<file path="config.mk">
export PLATFORM = sky130hd
export DESIGN_NAME = lnb_pin_ctrl
export DESIGN_NICKNAME = d
export VERILOG_FILES = /design/src/verilog/lnb_pkg.sv /design/src/verilog/lnb_sync3.sv /design/src/verilog/lnb_tone_chan.sv /design/src/verilog/lnb_pin_ctrl.sv
export SDC_FILE = /design/constraint.sdc
export NUM_CORES = 1
export LEC_CHECK = 0
export BUFFER_PORTS_ARGS = -buffer_cell sky130_fd_sc_hd__clkbuf_2
export CORE_ASPECT_RATIO = 1.25
export CORE_MARGIN = 4
export CORE_UTILIZATION = 53
export DETAILED_ROUTE_END_ITERATION = 10
export GPL_TIMING_DRIVEN = 0
export PLACE_DENSITY = 0.77
export SETUP_SLACK_MARGIN = 0.05
export SKIP_CTS_REPAIR_TIMING = 1
export SYNTH_ARGS = -nofsm -noshare
export SYNTH_HDL_FRONTEND = slang
export SYNTH_HIERARCHICAL = 1
export SYNTH_SLANG_ARGS = --single-unit
</file>
<file path="constraint.sdc">
create_clock -name refClk -period 1.95 [get_ports refClk]
set_clock_uncertainty 0.2 [all_clocks]
set_input_delay 0.195 -clock refClk [delete_from_list [all_inputs] [get_ports refClk]]
set_output_delay 0.195 -clock refClk [all_outputs]
set_load 0.02 [all_outputs]
</file>
<file path="src/verilog/lnb_pkg.sv">
// Shared constants and types of the antenna supply pin control block.
// Assumes a 20 MHz reference clock and a 32-bit Avalon-MM register bus.
package lnb_pkg;

    // ----------------
    // Timing
    // ----------------
    localparam int CLK_FREQ_HZ   = 20_000_000;
    localparam int TONE_FREQ_HZ  = 22_000;
    // Half period of the internal tone, rounded down to whole cycles
    localparam int TONE_HALF_CYC = CLK_FREQ_HZ / (2 * TONE_FREQ_HZ);
    localparam int TONE_CNT_W    = 9;

    // ----------------
    // Register map (byte addresses)
    // ----------------
    localparam logic [4:0] OFF_CTRL_A   = 5'h00;
    localparam logic [4:0] OFF_CTRL_B   = 5'h04;
    localparam logic [4:0] OFF_STATUS   = 5'h08;
    localparam logic [4:0] OFF_IRQ_STAT = 5'h0C;
    localparam logic [4:0] OFF_IRQ_MASK = 5'h10;

    // Interrupt status bit positions
    localparam int IRQ_OVERTEMP = 0;
    localparam int IRQ_SUPPLY_UNDERVOLTAGE_LOCKOUT     = 1;
    localparam int IRQ_TDET_A   = 2;
    localparam int IRQ_TDET_B   = 3;
    localparam int IRQ_W        = 4;

    // Status register field positions
    localparam int ST_CHAN_W    = 4;
    localparam int ST_OVERTEMP  = 8;
    localparam int ST_SUPPLY_UNDERVOLTAGE_LOCKOUT      = 9;
    localparam int ST_ADDR_LSB  = 10;

    // Per-channel control word, high bit first in the register
    typedef struct packed {
        logic chanEn;
        logic modulationSelectBit;
        logic toneEnableBit;
        logic thresholdSelectBit;
        logic pinSelectEnableBit;
        logic highRangeLevelBit;
        logic lowRangeLevelBit;
    } lnb_ctrl_t;

    localparam lnb_ctrl_t CTRL_RESET = 7'h00;
    localparam logic [IRQ_W-1:0] MASK_RESET = 4'h0;

    // Selection presented to one antenna supply output
    typedef struct packed {
        logic rangeHigh;    // 1: 18V/19V range, 0: 13V/14V range
        logic levelUp;      // 1: upper level of the range
        logic tone;         // Tone waveform superimposed on the output
    } lnb_supply_t;

    // Upper bits of the serial-bus device address (arbitrary value)
    localparam logic [4:0] SLAVE_ADDR_BASE = 5'h00;

endpackage : lnb_pkg

</file>
<file path="src/verilog/lnb_sync3.sv">
// Three-stage synchroniser for asynchronous pin inputs.
// Assumes pins change slowly against the reference clock.
`timescale 1ns/1ps
module lnb_sync3 #(
    parameter int W = 1
) (
    input  wire logic         refClk,
    input  wire logic         rstn,
    input  wire logic [W-1:0] pinIn,
    output logic      [W-1:0] syncOut
);
    import lnb_pkg::*;

    logic [W-1:0] s1_q;
    logic [W-1:0] s2_q;
    logic [W-1:0] s3_q;
    logic [W-1:0] out_d;
    logic [W-1:0] out_q;

    // ------------------------------------------------------------------
    // Accept a change once the second and third stages agree
    // ------------------------------------------------------------------
    always_comb begin
        for (int i = 0; i < W; i++) begin
            out_d[i] = (s2_q[i] == s3_q[i]) ? s3_q[i] : out_q[i];
        end
    end

    // Stage registers; the first stage feeds only the second
    always_ff @(posedge refClk or negedge rstn) begin
        if (!rstn) begin
            s1_q  <= '0;
            s2_q  <= '0;
            s3_q  <= '0;
            out_q <= '0;
        end else begin
            s1_q  <= pinIn;
            s2_q  <= s1_q;
            s3_q  <= s2_q;
            out_q <= out_d;
        end
    end

    assign syncOut = out_q;
endmodule : lnb_sync3

</file>
<file path="src/verilog/lnb_tone_chan.sv">
// Tone source of one channel: internal oscillator, envelope gating and
// pass-through of an externally modulated tone.
// Assumes the modulation input is already synchronised.
`timescale 1ns/1ps
module lnb_tone_chan (
    input  wire logic refClk,
    input  wire logic rstn,
    input  wire logic chanEn,
    input  wire logic toneEnableBit,
    input  wire logic modulationSelectBit,
    input  wire logic toneModIn,
    output logic      toneOut
);
    import lnb_pkg::*;

    logic [TONE_CNT_W-1:0] cnt_q;
    logic [TONE_CNT_W-1:0] cnt_d;
    logic                  osc_q;
    logic                  osc_d;
    logic                  tone_q;
    logic                  tone_d;

    // ------------------------------------------------------------------
    // Free-running 22 kHz oscillator and output selection
    // ------------------------------------------------------------------
    always_comb begin
        cnt_d = cnt_q + 1'b1;
        osc_d = osc_q;
        if (cnt_q == TONE_CNT_W'(TONE_HALF_CYC - 1)) begin
            cnt_d = '0;
            osc_d = ~osc_q;
        end
        if (!chanEn) begin
            tone_d = 1'b0;
        end else if (toneEnableBit) begin
            tone_d = osc_q;                 // Continuous tone
        end else if (modulationSelectBit) begin
            tone_d = toneModIn;             // External tone
        end else begin
            tone_d = osc_q & toneModIn;     // Envelope burst
        end
    end

    always_ff @(posedge refClk or negedge rstn) begin
        if (!rstn) begin
            cnt_q  <= '0;
            osc_q  <= 1'b0;
            tone_q <= 1'b0;
        end else begin
            cnt_q  <= cnt_d;
            osc_q  <= osc_d;
            tone_q <= tone_d;
        end
    end

    assign toneOut = tone_q;
endmodule : lnb_tone_chan

</file>
<file path="src/verilog/lnb_pin_ctrl.sv">
// Pin control logic of a dual antenna supply regulator: range selection,
// tone decoder threshold, tone sources, open-drain flags, gate hold-off,
// slave address selection and an Avalon-MM register slave.
// Assumes one 20 MHz clock; all pins other than pwm inputs are async.
//
// Behaviour
// - Tx pin low gives receive threshold, high gives transmit threshold.
// - Threshold select bit drives the tx pin high, forcing transmit mode.
// - Active range pin low selects 13V/14V range, level by low level bit.
// - Active range pin high selects 18V/19V range, level by high bit.
// - Pin select enable high ignores the pin; level bits alone choose.
// - Fault output pulled low on over-temperature.
// - Fault output released high while no fault is present.
// - Fault output is open-drain, only pulls low.
// - Both boost gate drives forced low during undervoltage lockout.
// - Two address pins choose one of four device addresses.
// - External tone mode passes modulation input onto the output.
// - Envelope mode gates internal tone with the modulation input.
// - Tone detect outputs are open-drain per channel.
// - Tone detect output pulled low while tone is detected.
// - Tone enable bit gives continuous tone regardless of the input.
// - Modulation select high means external tone, low means envelope.
//
// The register addresses and the Avalon-MM register port were left to the implementer.
`timescale 1ns/1ps
module lnb_pin_ctrl (
    input  wire logic                refClk,
    input  wire logic                rstn,
    // Avalon-MM slave
    input  wire logic [4:0]          address,
    input  wire logic                read,
    input  wire logic                write,
    input  wire logic [31:0]         writedata,
    output logic      [31:0]         readdata,
    output logic                     waitrequest,
    output logic                     irq,
    // Range select pins
    input  wire logic                highRangeSelectPinA,
    input  wire logic                highRangeSelectPinB,
    // Tone transmit pins, two-way
    input  wire logic                toneTransmitPinAIn,
    output logic                     toneTransmitPinAOut,
    output logic                     toneTransmitPinAOe,
    input  wire logic                toneTransmitPinBIn,
    output logic                     toneTransmitPinBOut,
    output logic                     toneTransmitPinBOe,
    output logic                     thresholdHighA,
    output logic                     thresholdHighB,
    // Tone modulation and detection
    input  wire logic                toneModulationInputA,
    input  wire logic                toneModulationInputB,
    input  wire logic                toneDetectInputA,
    input  wire logic                toneDetectInputB,
    output logic                     toneDetectOutNAOut,
    output logic                     toneDetectOutNAOe,
    output logic                     toneDetectOutNBOut,
    output logic                     toneDetectOutNBOe,
    // Fault, lockout and gate drive
    input  wire logic                overTemp,
    input  wire logic                supplyUndervoltageLockout,
    output logic                     faultOutNOut,
    output logic                     faultOutNOe,
    input  wire logic                pwmA,
    input  wire logic                pwmB,
    output logic                     boostGateDriveA,
    output logic                     boostGateDriveB,
    // Address selection
    input  wire logic                slaveAddressSelect0,
    input  wire logic                slaveAddressSelect1,
    output logic      [6:0]          busAddress,
    // Supply output selection
    output lnb_pkg::lnb_supply_t     antennaSupplyOutA,
    output lnb_pkg::lnb_supply_t     antennaSupplyOutB
);
    import lnb_pkg::*;

    // ----------------
    // Pin synchronisation
    // ----------------
    localparam int SYN_W = 12;

    logic [SYN_W-1:0] pinRaw;
    logic [SYN_W-1:0] pinSync;
    logic [1:0]       selPinS;
    logic [1:0]       txPinS;
    logic [1:0]       modInS;
    logic [1:0]       tdInS;
    logic             uvloS;
    logic             otS;
    logic [1:0]       addrS;

    // Async pins bundled for one synchroniser
    assign pinRaw = {slaveAddressSelect1, slaveAddressSelect0,
                     overTemp, supplyUndervoltageLockout,
                     toneDetectInputB, toneDetectInputA,
                     toneModulationInputB, toneModulationInputA,
                     toneTransmitPinBIn, toneTransmitPinAIn,
                     highRangeSelectPinB, highRangeSelectPinA};

    lnb_sync3 #(
        .W       (SYN_W)
    ) uSync (
        .refClk  (refClk),
        .rstn    (rstn),
        .pinIn   (pinRaw),
        .syncOut (pinSync)
    );

    assign selPinS = pinSync[1:0];
    assign txPinS  = pinSync[3:2];
    assign modInS  = pinSync[5:4];
    assign tdInS   = pinSync[7:6];
    assign uvloS   = pinSync[8];
    assign otS     = pinSync[9];
    assign addrS   = pinSync[11:10];

    // ----------------
    // Register bus and interrupt state
    // ----------------
    lnb_ctrl_t        ctrl_q [2];
    lnb_ctrl_t        ctrl_d [2];
    logic [IRQ_W-1:0] istat_q;
    logic [IRQ_W-1:0] istat_d;
    logic [IRQ_W-1:0] imask_q;
    logic [IRQ_W-1:0] imask_d;
    logic [IRQ_W-1:0] event_d;
    logic [IRQ_W-1:0] evLvl_q;
    logic [IRQ_W-1:0] evLvl;
    logic             ack_q;
    logic             ack_d;
    logic [31:0]      rdata_q;
    logic [31:0]      rdata_d;
    logic [31:0]      status;
    logic             wrTake;
    logic             rdTake;
    logic [1:0]       rangeHigh_q;
    logic [1:0]       levelUp_q;
    logic [1:0]       rangeHigh_d;
    logic [1:0]       levelUp_d;
    logic [1:0]       txMode;
    logic [1:0]       toneOut;

    // Request is answered one edge after it first appears
    assign waitrequest = (read | write) & ~ack_q;
    assign wrTake      = write & ack_q;
    assign rdTake      = read & ack_q;
    assign readdata    = rdata_q;

    // Level sources of the interrupt events
    assign evLvl = {tdInS[1], tdInS[0], uvloS, otS};

    // Readable block state
    always_comb begin
        status = '0;
        for (int c = 0; c < 2; c++) begin
            status[c*ST_CHAN_W +: ST_CHAN_W] =
                {tdInS[c], txMode[c], levelUp_q[c], rangeHigh_q[c]};
        end
        status[ST_OVERTEMP] = otS;          // Fault cause for host
        status[ST_SUPPLY_UNDERVOLTAGE_LOCKOUT]     = uvloS;
        status[ST_ADDR_LSB +: 2] = addrS;
    end

    // Next values of control, mask, status and read data
    always_comb begin
        ctrl_d  = ctrl_q;
        imask_d = imask_q;
        rdata_d = rdata_q;
        ack_d   = (read | write) & ~ack_q;
        event_d = evLvl & ~evLvl_q;
        istat_d = istat_q;
        if (wrTake) begin
            case (address)
                OFF_CTRL_A:   ctrl_d[0] = lnb_ctrl_t'(writedata[6:0]);
                OFF_CTRL_B:   ctrl_d[1] = lnb_ctrl_t'(writedata[6:0]);
                OFF_IRQ_MASK: imask_d = writedata[IRQ_W-1:0];
                default:      ;
            endcase
        end
        if (read & ~ack_q) begin
            case (address)
                OFF_CTRL_A:   rdata_d = {25'h0, ctrl_q[0]};
                OFF_CTRL_B:   rdata_d = {25'h0, ctrl_q[1]};
                OFF_STATUS:   rdata_d = status;
                OFF_IRQ_STAT: rdata_d = {28'h0, istat_q};
                OFF_IRQ_MASK: rdata_d = {28'h0, imask_q};
                default:      rdata_d = 32'h0;
            endcase
        end
        // A read clears only the bits it reported; new events win
        if (rdTake && address == OFF_IRQ_STAT) begin
            istat_d = istat_q & ~rdata_q[IRQ_W-1:0];
        end
        istat_d = istat_d | event_d;
    end

    always_ff @(posedge refClk or negedge rstn) begin
        if (!rstn) begin
            ctrl_q[0] <= CTRL_RESET;
            ctrl_q[1] <= CTRL_RESET;
            imask_q   <= MASK_RESET;
            istat_q   <= '0;
            evLvl_q   <= '0;
            ack_q     <= 1'b0;
            rdata_q   <= 32'h0;
        end else begin
            ctrl_q    <= ctrl_d;
            imask_q   <= imask_d;
            istat_q   <= istat_d;
            evLvl_q   <= evLvl;
            ack_q     <= ack_d;
            rdata_q   <= rdata_d;
        end
    end

    // Level interrupt from unmasked sticky bits
    assign irq = |(istat_q & imask_q);

    // ----------------
    // Per-channel range, threshold, tone and detect logic
    // ----------------
    logic [1:0] txPinOut;
    logic [1:0] txPinOe;
    logic [1:0] tdOe;

    for (genvar c = 0; c < 2; c++) begin : gChan
        // Range pin acts only while pin select enable is low
        always_comb begin
            if (!ctrl_q[c].pinSelectEnableBit) begin
                rangeHigh_d[c] = selPinS[c];
                levelUp_d[c]   = selPinS[c]
                               ? ctrl_q[c].highRangeLevelBit
                               : ctrl_q[c].lowRangeLevelBit;
            end else begin
                rangeHigh_d[c] = ctrl_q[c].highRangeLevelBit;
                levelUp_d[c]   = ctrl_q[c].lowRangeLevelBit;
            end
        end

        // Threshold bit drives the tx pin high through the driver
        assign txPinOut[c] = ctrl_q[c].thresholdSelectBit;
        assign txPinOe[c]  = ctrl_q[c].thresholdSelectBit;
        // Transmit threshold when pin or bit is high
        assign txMode[c] = txPinS[c] | ctrl_q[c].thresholdSelectBit;

        // Open-drain detect flag pulls low on detected tone
        assign tdOe[c] = tdInS[c];

        lnb_tone_chan uTone (
            .refClk              (refClk),
            .rstn                (rstn),
            .chanEn              (ctrl_q[c].chanEn),
            .toneEnableBit       (ctrl_q[c].toneEnableBit),
            .modulationSelectBit (ctrl_q[c].modulationSelectBit),
            .toneModIn           (modInS[c]),
            .toneOut             (toneOut[c])
        );
    end

    // Registered range and level selection
    always_ff @(posedge refClk or negedge rstn) begin
        if (!rstn) begin
            rangeHigh_q <= '0;
            levelUp_q   <= '0;
        end else begin
            rangeHigh_q <= rangeHigh_d;
            levelUp_q   <= levelUp_d;
        end
    end

    assign antennaSupplyOutA = '{rangeHigh_q[0], levelUp_q[0], toneOut[0]};
    assign antennaSupplyOutB = '{rangeHigh_q[1], levelUp_q[1], toneOut[1]};

    assign toneTransmitPinAOut = txPinOut[0];
    assign toneTransmitPinAOe  = txPinOe[0];
    assign toneTransmitPinBOut = txPinOut[1];
    assign toneTransmitPinBOe  = txPinOe[1];
    assign thresholdHighA      = txMode[0];
    assign thresholdHighB      = txMode[1];

    assign toneDetectOutNAOut  = 1'b0;      // Only ever pulls low
    assign toneDetectOutNAOe   = tdOe[0];
    assign toneDetectOutNBOut  = 1'b0;
    assign toneDetectOutNBOe   = tdOe[1];

    // ----------------
    // Fault flag, gate hold-off and address
    // ----------------
    assign faultOutNOut = 1'b0;             // Never drives high
    assign faultOutNOe  = otS;              // Low on over-temp

    logic [1:0] gate_q;
    logic [1:0] gate_d;

    // Gates follow pwm only on enabled channels outside lockout
    always_comb begin
        gate_d[0] = pwmA & ctrl_q[0].chanEn & ~uvloS;
        gate_d[1] = pwmB & ctrl_q[1].chanEn & ~uvloS;
    end

    always_ff @(posedge refClk or negedge rstn) begin
        if (!rstn) begin
            gate_q <= '0;
        end else begin
            gate_q <= gate_d;
        end
    end

    // Raw lockout also forces low without synchroniser delay
    assign boostGateDriveA = gate_q[0] & ~supplyUndervoltageLockout;
    assign boostGateDriveB = gate_q[1] & ~supplyUndervoltageLockout;

    // Device address from base and the two select pins
    assign busAddress = {SLAVE_ADDR_BASE, addrS};

endmodule : lnb_pin_ctrl

</file>
Yosys cells after proc, flatten, opt, wreduce, memory -nomap -nowiden
Cells that the tools add are included.
W data, S select, Z words.

word-level totals
  register bits after elaboration = 135
  bits in latches = 0
  memory bits (writable) = 0
  ROM bits = 0
  output and inout port bits = 61
  word-level logic and storage cells = 111
  memories kept = 0

cells by class
  add/subtract/negate cells = 2
  $mul = 0
  div/mod/pow operators = 0
  order comparisons = 0
  eq/ne operators = 18
  shifts and indexed selects = 0
  multiplexer cells = 16
  bitwise gates (word level) = 26
  reduce and logical (&&, ||, !) cells = 6

operators with widths
  operator               count
  $pmux W12 S5           1
  $add A9 B1 Y9 const B  2
  $eq A9 B9 Y1 const B   2
  $mux W9                2
  $and A1 B1 Y1          12
  $and A4 B4 Y4          3
  $eq A1 B1 Y1           12
  $mux W1                12
  $eq A5 B4 Y1 const B   2
  $not A4 Y4             2
  $reduce_and A2 Y1      3
  $eq A5 B3 Y1 const B   1
  $eq A5 B5 Y1 const B   1
  $logic_not A5 Y1       1
  $not A1 Y1             5
  $mux W4                1
  $or A4 B4 Y4           1
  $reduce_or A4 Y1       1
  $or A1 B1 Y1           3
  $logic_and A1 B1 Y1    1

Depth between registers and ports, before layout
Gate-level depths: netlist (run 1).

  depth after elaboration = 4
  gate-level depth with buffers = 6
  depth with buffers taken out = 6

Cells and area by module
The synthesis (run 1) kept the hierarchy.

by module, submodules not included
  module         instances  cells each  area each (um2)  seq. area each (um2)
  lnb_pin_ctrl   1          199         2247.2           1126.1
  lnb_sync3      1          60          1336.3           1201.2
  lnb_tone_chan  2          46          515.5            275.3

Worst setup path before layout (run 1)
Ideal clock, no wire load.

  path type = input-to-reg
  start = in address[4]
  end = reg ctrl_q[0] (netlist name)
  library setup time = 0.125 ns
  data arrival time = 1.473 ns
  data required time = 1.625 ns
  slack = 0.152 ns
  cell stages on the path = 4
  path through = buf_6 -> or3_4 -> nor4b_4 -> mux2_2

between the ends
  cells in the longest elaborated chain, start to end = 2

RTL lines
  what                         line                 RTL
  start, declared              lnb_pin_ctrl.sv:30   input wire logic [4:0] address,
  $eq A5 B3 Y1                 lnb_pin_ctrl.sv:173  case (address)
  $reduce_and A2 Y1 (no line)  n/a
  end signal, assigned         lnb_pin_ctrl.sv:207  ctrl_q <= ctrl_d;
  end, declared                lnb_pin_ctrl.sv:120  lnb_ctrl_t ctrl_q [2];

Every way passes these cells.
A chain may end at the register's enable or synchronous reset.

Final worst setup path (run 1)
  start = reg ack_q
  end = reg ctrl_q[6] (netlist name)

between the ends
  cells in the longest elaborated chain, start to end = 2

RTL lines
  what                         line                 RTL
  start, declared              lnb_pin_ctrl.sv:129  logic ack_q;
  start signal, assigned       lnb_pin_ctrl.sv:211  ack_q <= ack_d;
  $and A1 B1 Y1                lnb_pin_ctrl.sv:145  assign wrTake = write & ack_q;
  $reduce_and A2 Y1 (no line)  n/a

Every way passes these cells.

==> results of run 1 <==
tightest hold or removal path: cells and delay by family:
family | cells | cell delay [ns]
AOI/OAI and AO/OA | 1 | 0.12
buffers and inverters | 1 | 0.11
and+or+nand+nor | 2 | 0.20
synthesized netlist by cell type, types with 3 or more instances:
master,number
a22oi_1,3
dfrtp_1,115
nand2_1,25
o21ai_0,7
a21oi_1,11
a22o_1,4
nor2_1,22
mux2_2,30
nand3_1,11
buf_4,31
inv_1,10
maj3_2,12
xnor2_1,6
nand2b_1,4
ha_1,4
xor2_1,6
a32oi_1,5
nor2b_1,5
final timing paths:
check	slack, ns	endpoint
max in group asynchronous	0.80	gChan[0].uTone/cnt_q[4]
setup / recovery	0.12	ctrl_q[6]
min in group asynchronous	0.18	evLvl_q[0]
setup reg to reg	0.12	ctrl_q[6]
hold reg to reg	0.15	uSync/s2_q[0]
hold / removal	-0.04	istat_q[1]
final cells by class:
type,count,area share [%]
timing repair buffer,92,10.1
clock inverter,9,2.93
multi-input combinational,218,25.3
buffer,35,4.18
tap,117,2.40
sequential,115,47.1
inverter,10,0.614
clock buffer,21,7.35
report_power, final:
group          internal, mW  total, mW  switching [mW]
Combinational         0.300      0.679           0.379
Sequential             2.56       2.69           0.138
Clock                  2.25       3.29            1.03
registers in the layout, summed over array words and instances (netlist names), 2 cells and up:
register and count:
gChan.uTone/cnt_q 18, ctrl_q 12, readdata 12, uSync/s1_q 12, uSync/s2_q 12, uSync/s3_q 12
uSync/syncOut 12, evLvl_q 4, imask_q 4, istat_q 4, gChan.uTone/osc_q 2, gChan.uTone/toneOut 2
gate_q 2, levelUp_q 2, rangeHigh_q 2
per-layer routing:
metal | track usage [%] | wire (um) | part of all wire (%)
met4 | 9.15 | 259 | 2.6
met1 | 21.2 | 3870 | 39
met2 | 32.7 | 5160 | 53
met3 | 6.43 | 518 | 5.3
met5 | 0 | 0 | 0
metrics by stage:
| step | TNS [ns] | cell area [um2] |
|---|---|---|
| 2_1_floorplan | 0 | 4720 |
| 3_3_place_gp | -120.56 | 5170 |
| 3_5_place_dp | -2.09 | 5180 |
| 4_1_cts | 0 | 5800 |
| 5_1_grt | 0 | 6110 |
| 6_report | 0 | 6110 |
logic make-up after synthesis:
logic type	synth area share [%]
buf+inv	6.34
other cells	0.0813
mux	7.32
flops	62.4
compound gates	5.72
xor+xnor	2.28
fa+ha+maj	4.01
simple gates	11.9
==> metrics, run 1 <==
status=finished, violations left; failing checks=hold timing; HP Start=address[4]; Placer Congestion=0.854; Routed Antenna Nets=0; Setup Crit Path Kind=flop to flop; Ports=between 100 and 150; crit-path max FO=6; dpl cells=~560; critical path cell sequence=nand2_1 -> nor4b_4 -> buf_4 -> mux2_2; Synth area leader=dfrtp_1; Worst path top cell family by delay=simple AND/OR/NAND/NOR gates; dpl hpwl=roughly 6100 um; worst slack, placed=-0.194 ns; R2R depth=4; setup ws final=around 0.12 ns; cts bufs inserted=17; post-layout util=between 70 and 80%; slowest CP cell=dfrtp_1; input/output buffers=61; FF/Latch Area=approximately 2900 um2; Max-Cap Viols=0; Slew Viols, Final=0; H-Tree Depth=4; Residual DRC=0; critical path buffer and inverter count=1; Tcrit/Tclk final=a little over nine tenths; pwr dens=1090 nW/um2; Setup crit start=ack_q; DR iter-0 viols=between 150 and 200; Worst Path Arrival=around 2 ns; minimum clock period=between 1.5 and 2 ns; Data required, critical path=2.14 ns; achievable clock frequency=0.548 GHz; Worst-Skew Late Latency=about 0.52 ns; commonest non-fill, non-tap cell in the layout=dfrtp_1; Synth Flop Type=dfrtp_1; clock root buffer=clkbuf_8; first-pass GRT wire length=approximately 15000 um; cell count after synthesis=351; maximum vdd ir drop=around 0.53 mV; Crit. End Element=flop; multi-input logic area=about 1500 um2; YS warnings=6; Hold Vio Cnt, Final=8; Avg Cell Area, Syn=13.1 um2; # nets final=548; Worst-path clk slew=approximately 0.060 ns; share of cells above drive strength 1=between 30 and 40%; DR pass1 iterations=5; Synth area leaders=dfrtp_1 62%, mux2_2 7.3%, buf_4 5.0%; Post-Synthesis Cell Area=between 4000 and 5000 um2; Levels on crit path=4; Row Count=37; number of flops mapped to enable cells by yosys=0; actual slew at the worst max-slew pin=about 0.85 ns; top-area cell type share of the netlist area=62.4%; Design Power=6.66 mW; Max transition margin=a little over two fifths; core area=approximately 8400 um2; FILL cells=around 520; largest net degree at the start of global routing=approximately 120; Yosys cell types=between 40 and 50; Final setup viols=0; Max Buffers Root-to-Sink=2; Critical Path Start Type=flop; final cell count without fillers=between 600 and 700; TritonCTS clock tree=built; Min-Delay Path Class=input pin to flop; WL final=about 10000 um; critical path's largest stage delay=around 0.44 ns; drt via density=between 5 and 6; All-Layer GR Usage=19.1%; area grow syn2layout=32.4%; antenna diode count=0; hold path depth=4; RSZ-0062 raised after global routing=no; initial antenna violation count=0; FFs w/ async S/R, synth=100%; number of global-route vias before repair=around 3200; Seq/Total Area, Yosys=roughly 62%; Die Area=~10000 um2; Critical R2R Launch=ack_q; FF+latch count, synth=around 120; Die Span Y=112 um; clock sinks=115; WL per Instance=15.9 um; P_leak=between 2 and 3 nW; most frequent cells in the layout=115 x dfrtp_1, 60 x clkbuf_2, 33 x buf_4; initial core utilization=~55%; via count=3093; Congestion Overflow GR=0; die width=around 90 um; hold_ws=-0.0436 ns
Note: power is estimated with default switching activity, not from simulation.
==> inputs of run 2 (changes only) <==
Settings changed: RECOVER_POWER set to 50.
==> metrics, run 2 (synthesis gave the netlist of run 1 again) <==
status=finished, violations left; failing checks=hold timing; max reg flops=18 (unchanged); cts bufs inserted=17 (unchanged); Row Count=37 (unchanged); Data required, critical path=1.55 ns (-0.59 ns); achievable clock frequency=0.548 GHz (about the same); dpl hpwl=6060 um (unchanged); worst slack, placed=-0.194 ns (unchanged); final cell count without fillers=617 (unchanged); share of cells above drive strength 1=34.2% (-2.6 points); minimum clock period=1.82 ns (-0.000712 ns); Critical Path Start Type=flop; Die Area=10300 um2 (unchanged); Worst-path clk slew=0.06 ns (about the same); Slew Viols, Final=0 (unchanged); hold_ws=-0.0453 ns (-0.00169 ns); Worst Path Arrival=1.43 ns (-0.58 ns); via count=3098 (+0.16%); core area=8380 um2 (unchanged); Min-Delay Path Class=input pin to flop; most flop-heavy register=gChan.uTone/cnt_q; FILL cells=526 (+1.7%); Design Power=6.65 mW (-0.12%); Hold Vio Cnt, Final=8 (unchanged); Max-Cap Viols=0 (unchanged); input/output buffers=61 (unchanged); WL final=9810 um (about the same); number of global-route vias before repair=3173 (unchanged); clock sinks=115 (unchanged); TritonCTS clock tree=built; die width=91.5 um (unchanged); commonest non-fill, non-tap cell in the layout=dfrtp_1; All-Layer GR Usage=19.1% (unchanged); largest net degree at the start of global routing=116 (unchanged); H-Tree Depth=4 (unchanged); Die Span Y=112 um (unchanged); clock root buffer=clkbuf_8; dpl cell area=5180 um2 (unchanged); Residual DRC=0 (unchanged); # nets final=548 (unchanged); Worst-Skew Late Latency=0.52 ns (about the same); Max transition margin=8.28% (-35 points); DR pass1 iterations=4 (-1); antenna diode count=0 (unchanged); pwr dens=1090 nW/um2 (+0.25%); first-pass GRT wire length=15300 um (unchanged); DR iter-0 viols=170 (+3.7%); dpl cells=556 (unchanged); P_leak=2.92 nW (-0.63%); Routed Antenna Nets=0 (unchanged); setup ws final=0.125 ns (+0.000712 ns); Final setup viols=0 (unchanged); initial core utilization=55.1% (unchanged); drt via density=5.02 (+0.16%); area grow syn2layout=31.9%; maximum vdd ir drop=0.534 mV (+1.0%); WL per Instance=15.9 um (about the same); most frequent cells in the layout=115 x dfrtp_1, 59 x clkbuf_2, 34 x buf_4; Placer Congestion=0.854 (unchanged); RSZ-0062 raised after global routing=no; Tcrit/Tclk final=93.6% (about the same); Ports=116 (unchanged); crit-path max FO=5 (-1); post-route cell area=6090 um2 (-0.37%); Max Buffers Root-to-Sink=2 (unchanged); Congestion Overflow GR=0 (unchanged); actual slew at the worst max-slew pin=1.38 ns (+0.523 ns); Crit. End Element=output pin; Setup Crit Path Kind=flop to output pin; initial antenna violation count=0 (unchanged)
## run 2: changes by cell type in the layout (fill, tap and decap cells not counted), sizes merged
cell / before / now
buf: 35 / 36
clkbuf: 84 / 83
## run 2: area by class of cell
cell class	count	area (um2)	share of cell area (%)
buffer	35	255	4.19
clock buffer	21	449	7.38
clock inverter	9	179	2.94
inverter	10	37.5	0.617
multi-input combinational	218	1530	25.1
sequential	115	2880	47.3
tap	117	146	2.40
timing repair buffer	92	612	10.1
## run 2: through the flow
stage | TNS, ns | utilization, %
after global routing | 0 | 72.6
after CTS | 0 | 69.3
after floorplan | 0 | -
final | 0 | 72.6
after global placement | -120.56 | 61.7
after detailed placement | -2.09 | 61.8
## run 2: final timing paths
path	start	end	slack, ns	depth (start not counted)
worst max-delay path	toneTransmitPinAOe	thresholdHighA	0.13	2
worst min-delay path	address[4]	istat_q[1]	-0.05	4
worst max register to register	gChan[1].uTone/cnt_q[3]	gChan[1].uTone/cnt_q[8]	0.13	4
worst min register to register	uSync/s1_q[3]	uSync/s2_q[3]	0.15	0
max in group asynchronous	rstn	uSync/s1_q[3]	0.34	2
min in group asynchronous	rstn	evLvl_q[0]	0.35	2
## run 2: routing by layer
layer / up-vias / global-route usage [%] / routed length, um
met4: 0 / 9.15 / 277
met2: 118 / 32.7 / 5150
met5: - / 0 / 0
li1: 1437 / - / -
met1: 1513 / 21.2 / 3760
met3: 30 / 6.43 / 619
## run 2: report_power, final
group / switching, mW / internal, mW
Sequential: 0.135 / 2.56
Clock: 1.04 / 2.25
Combinational: 0.379 / 0.293
## run 2: critical path, stage by stage, from the launching register on
cell and delay, ns:
dfrtp_1 0.42, or2_2 0.32, clkbuf_2 0.17
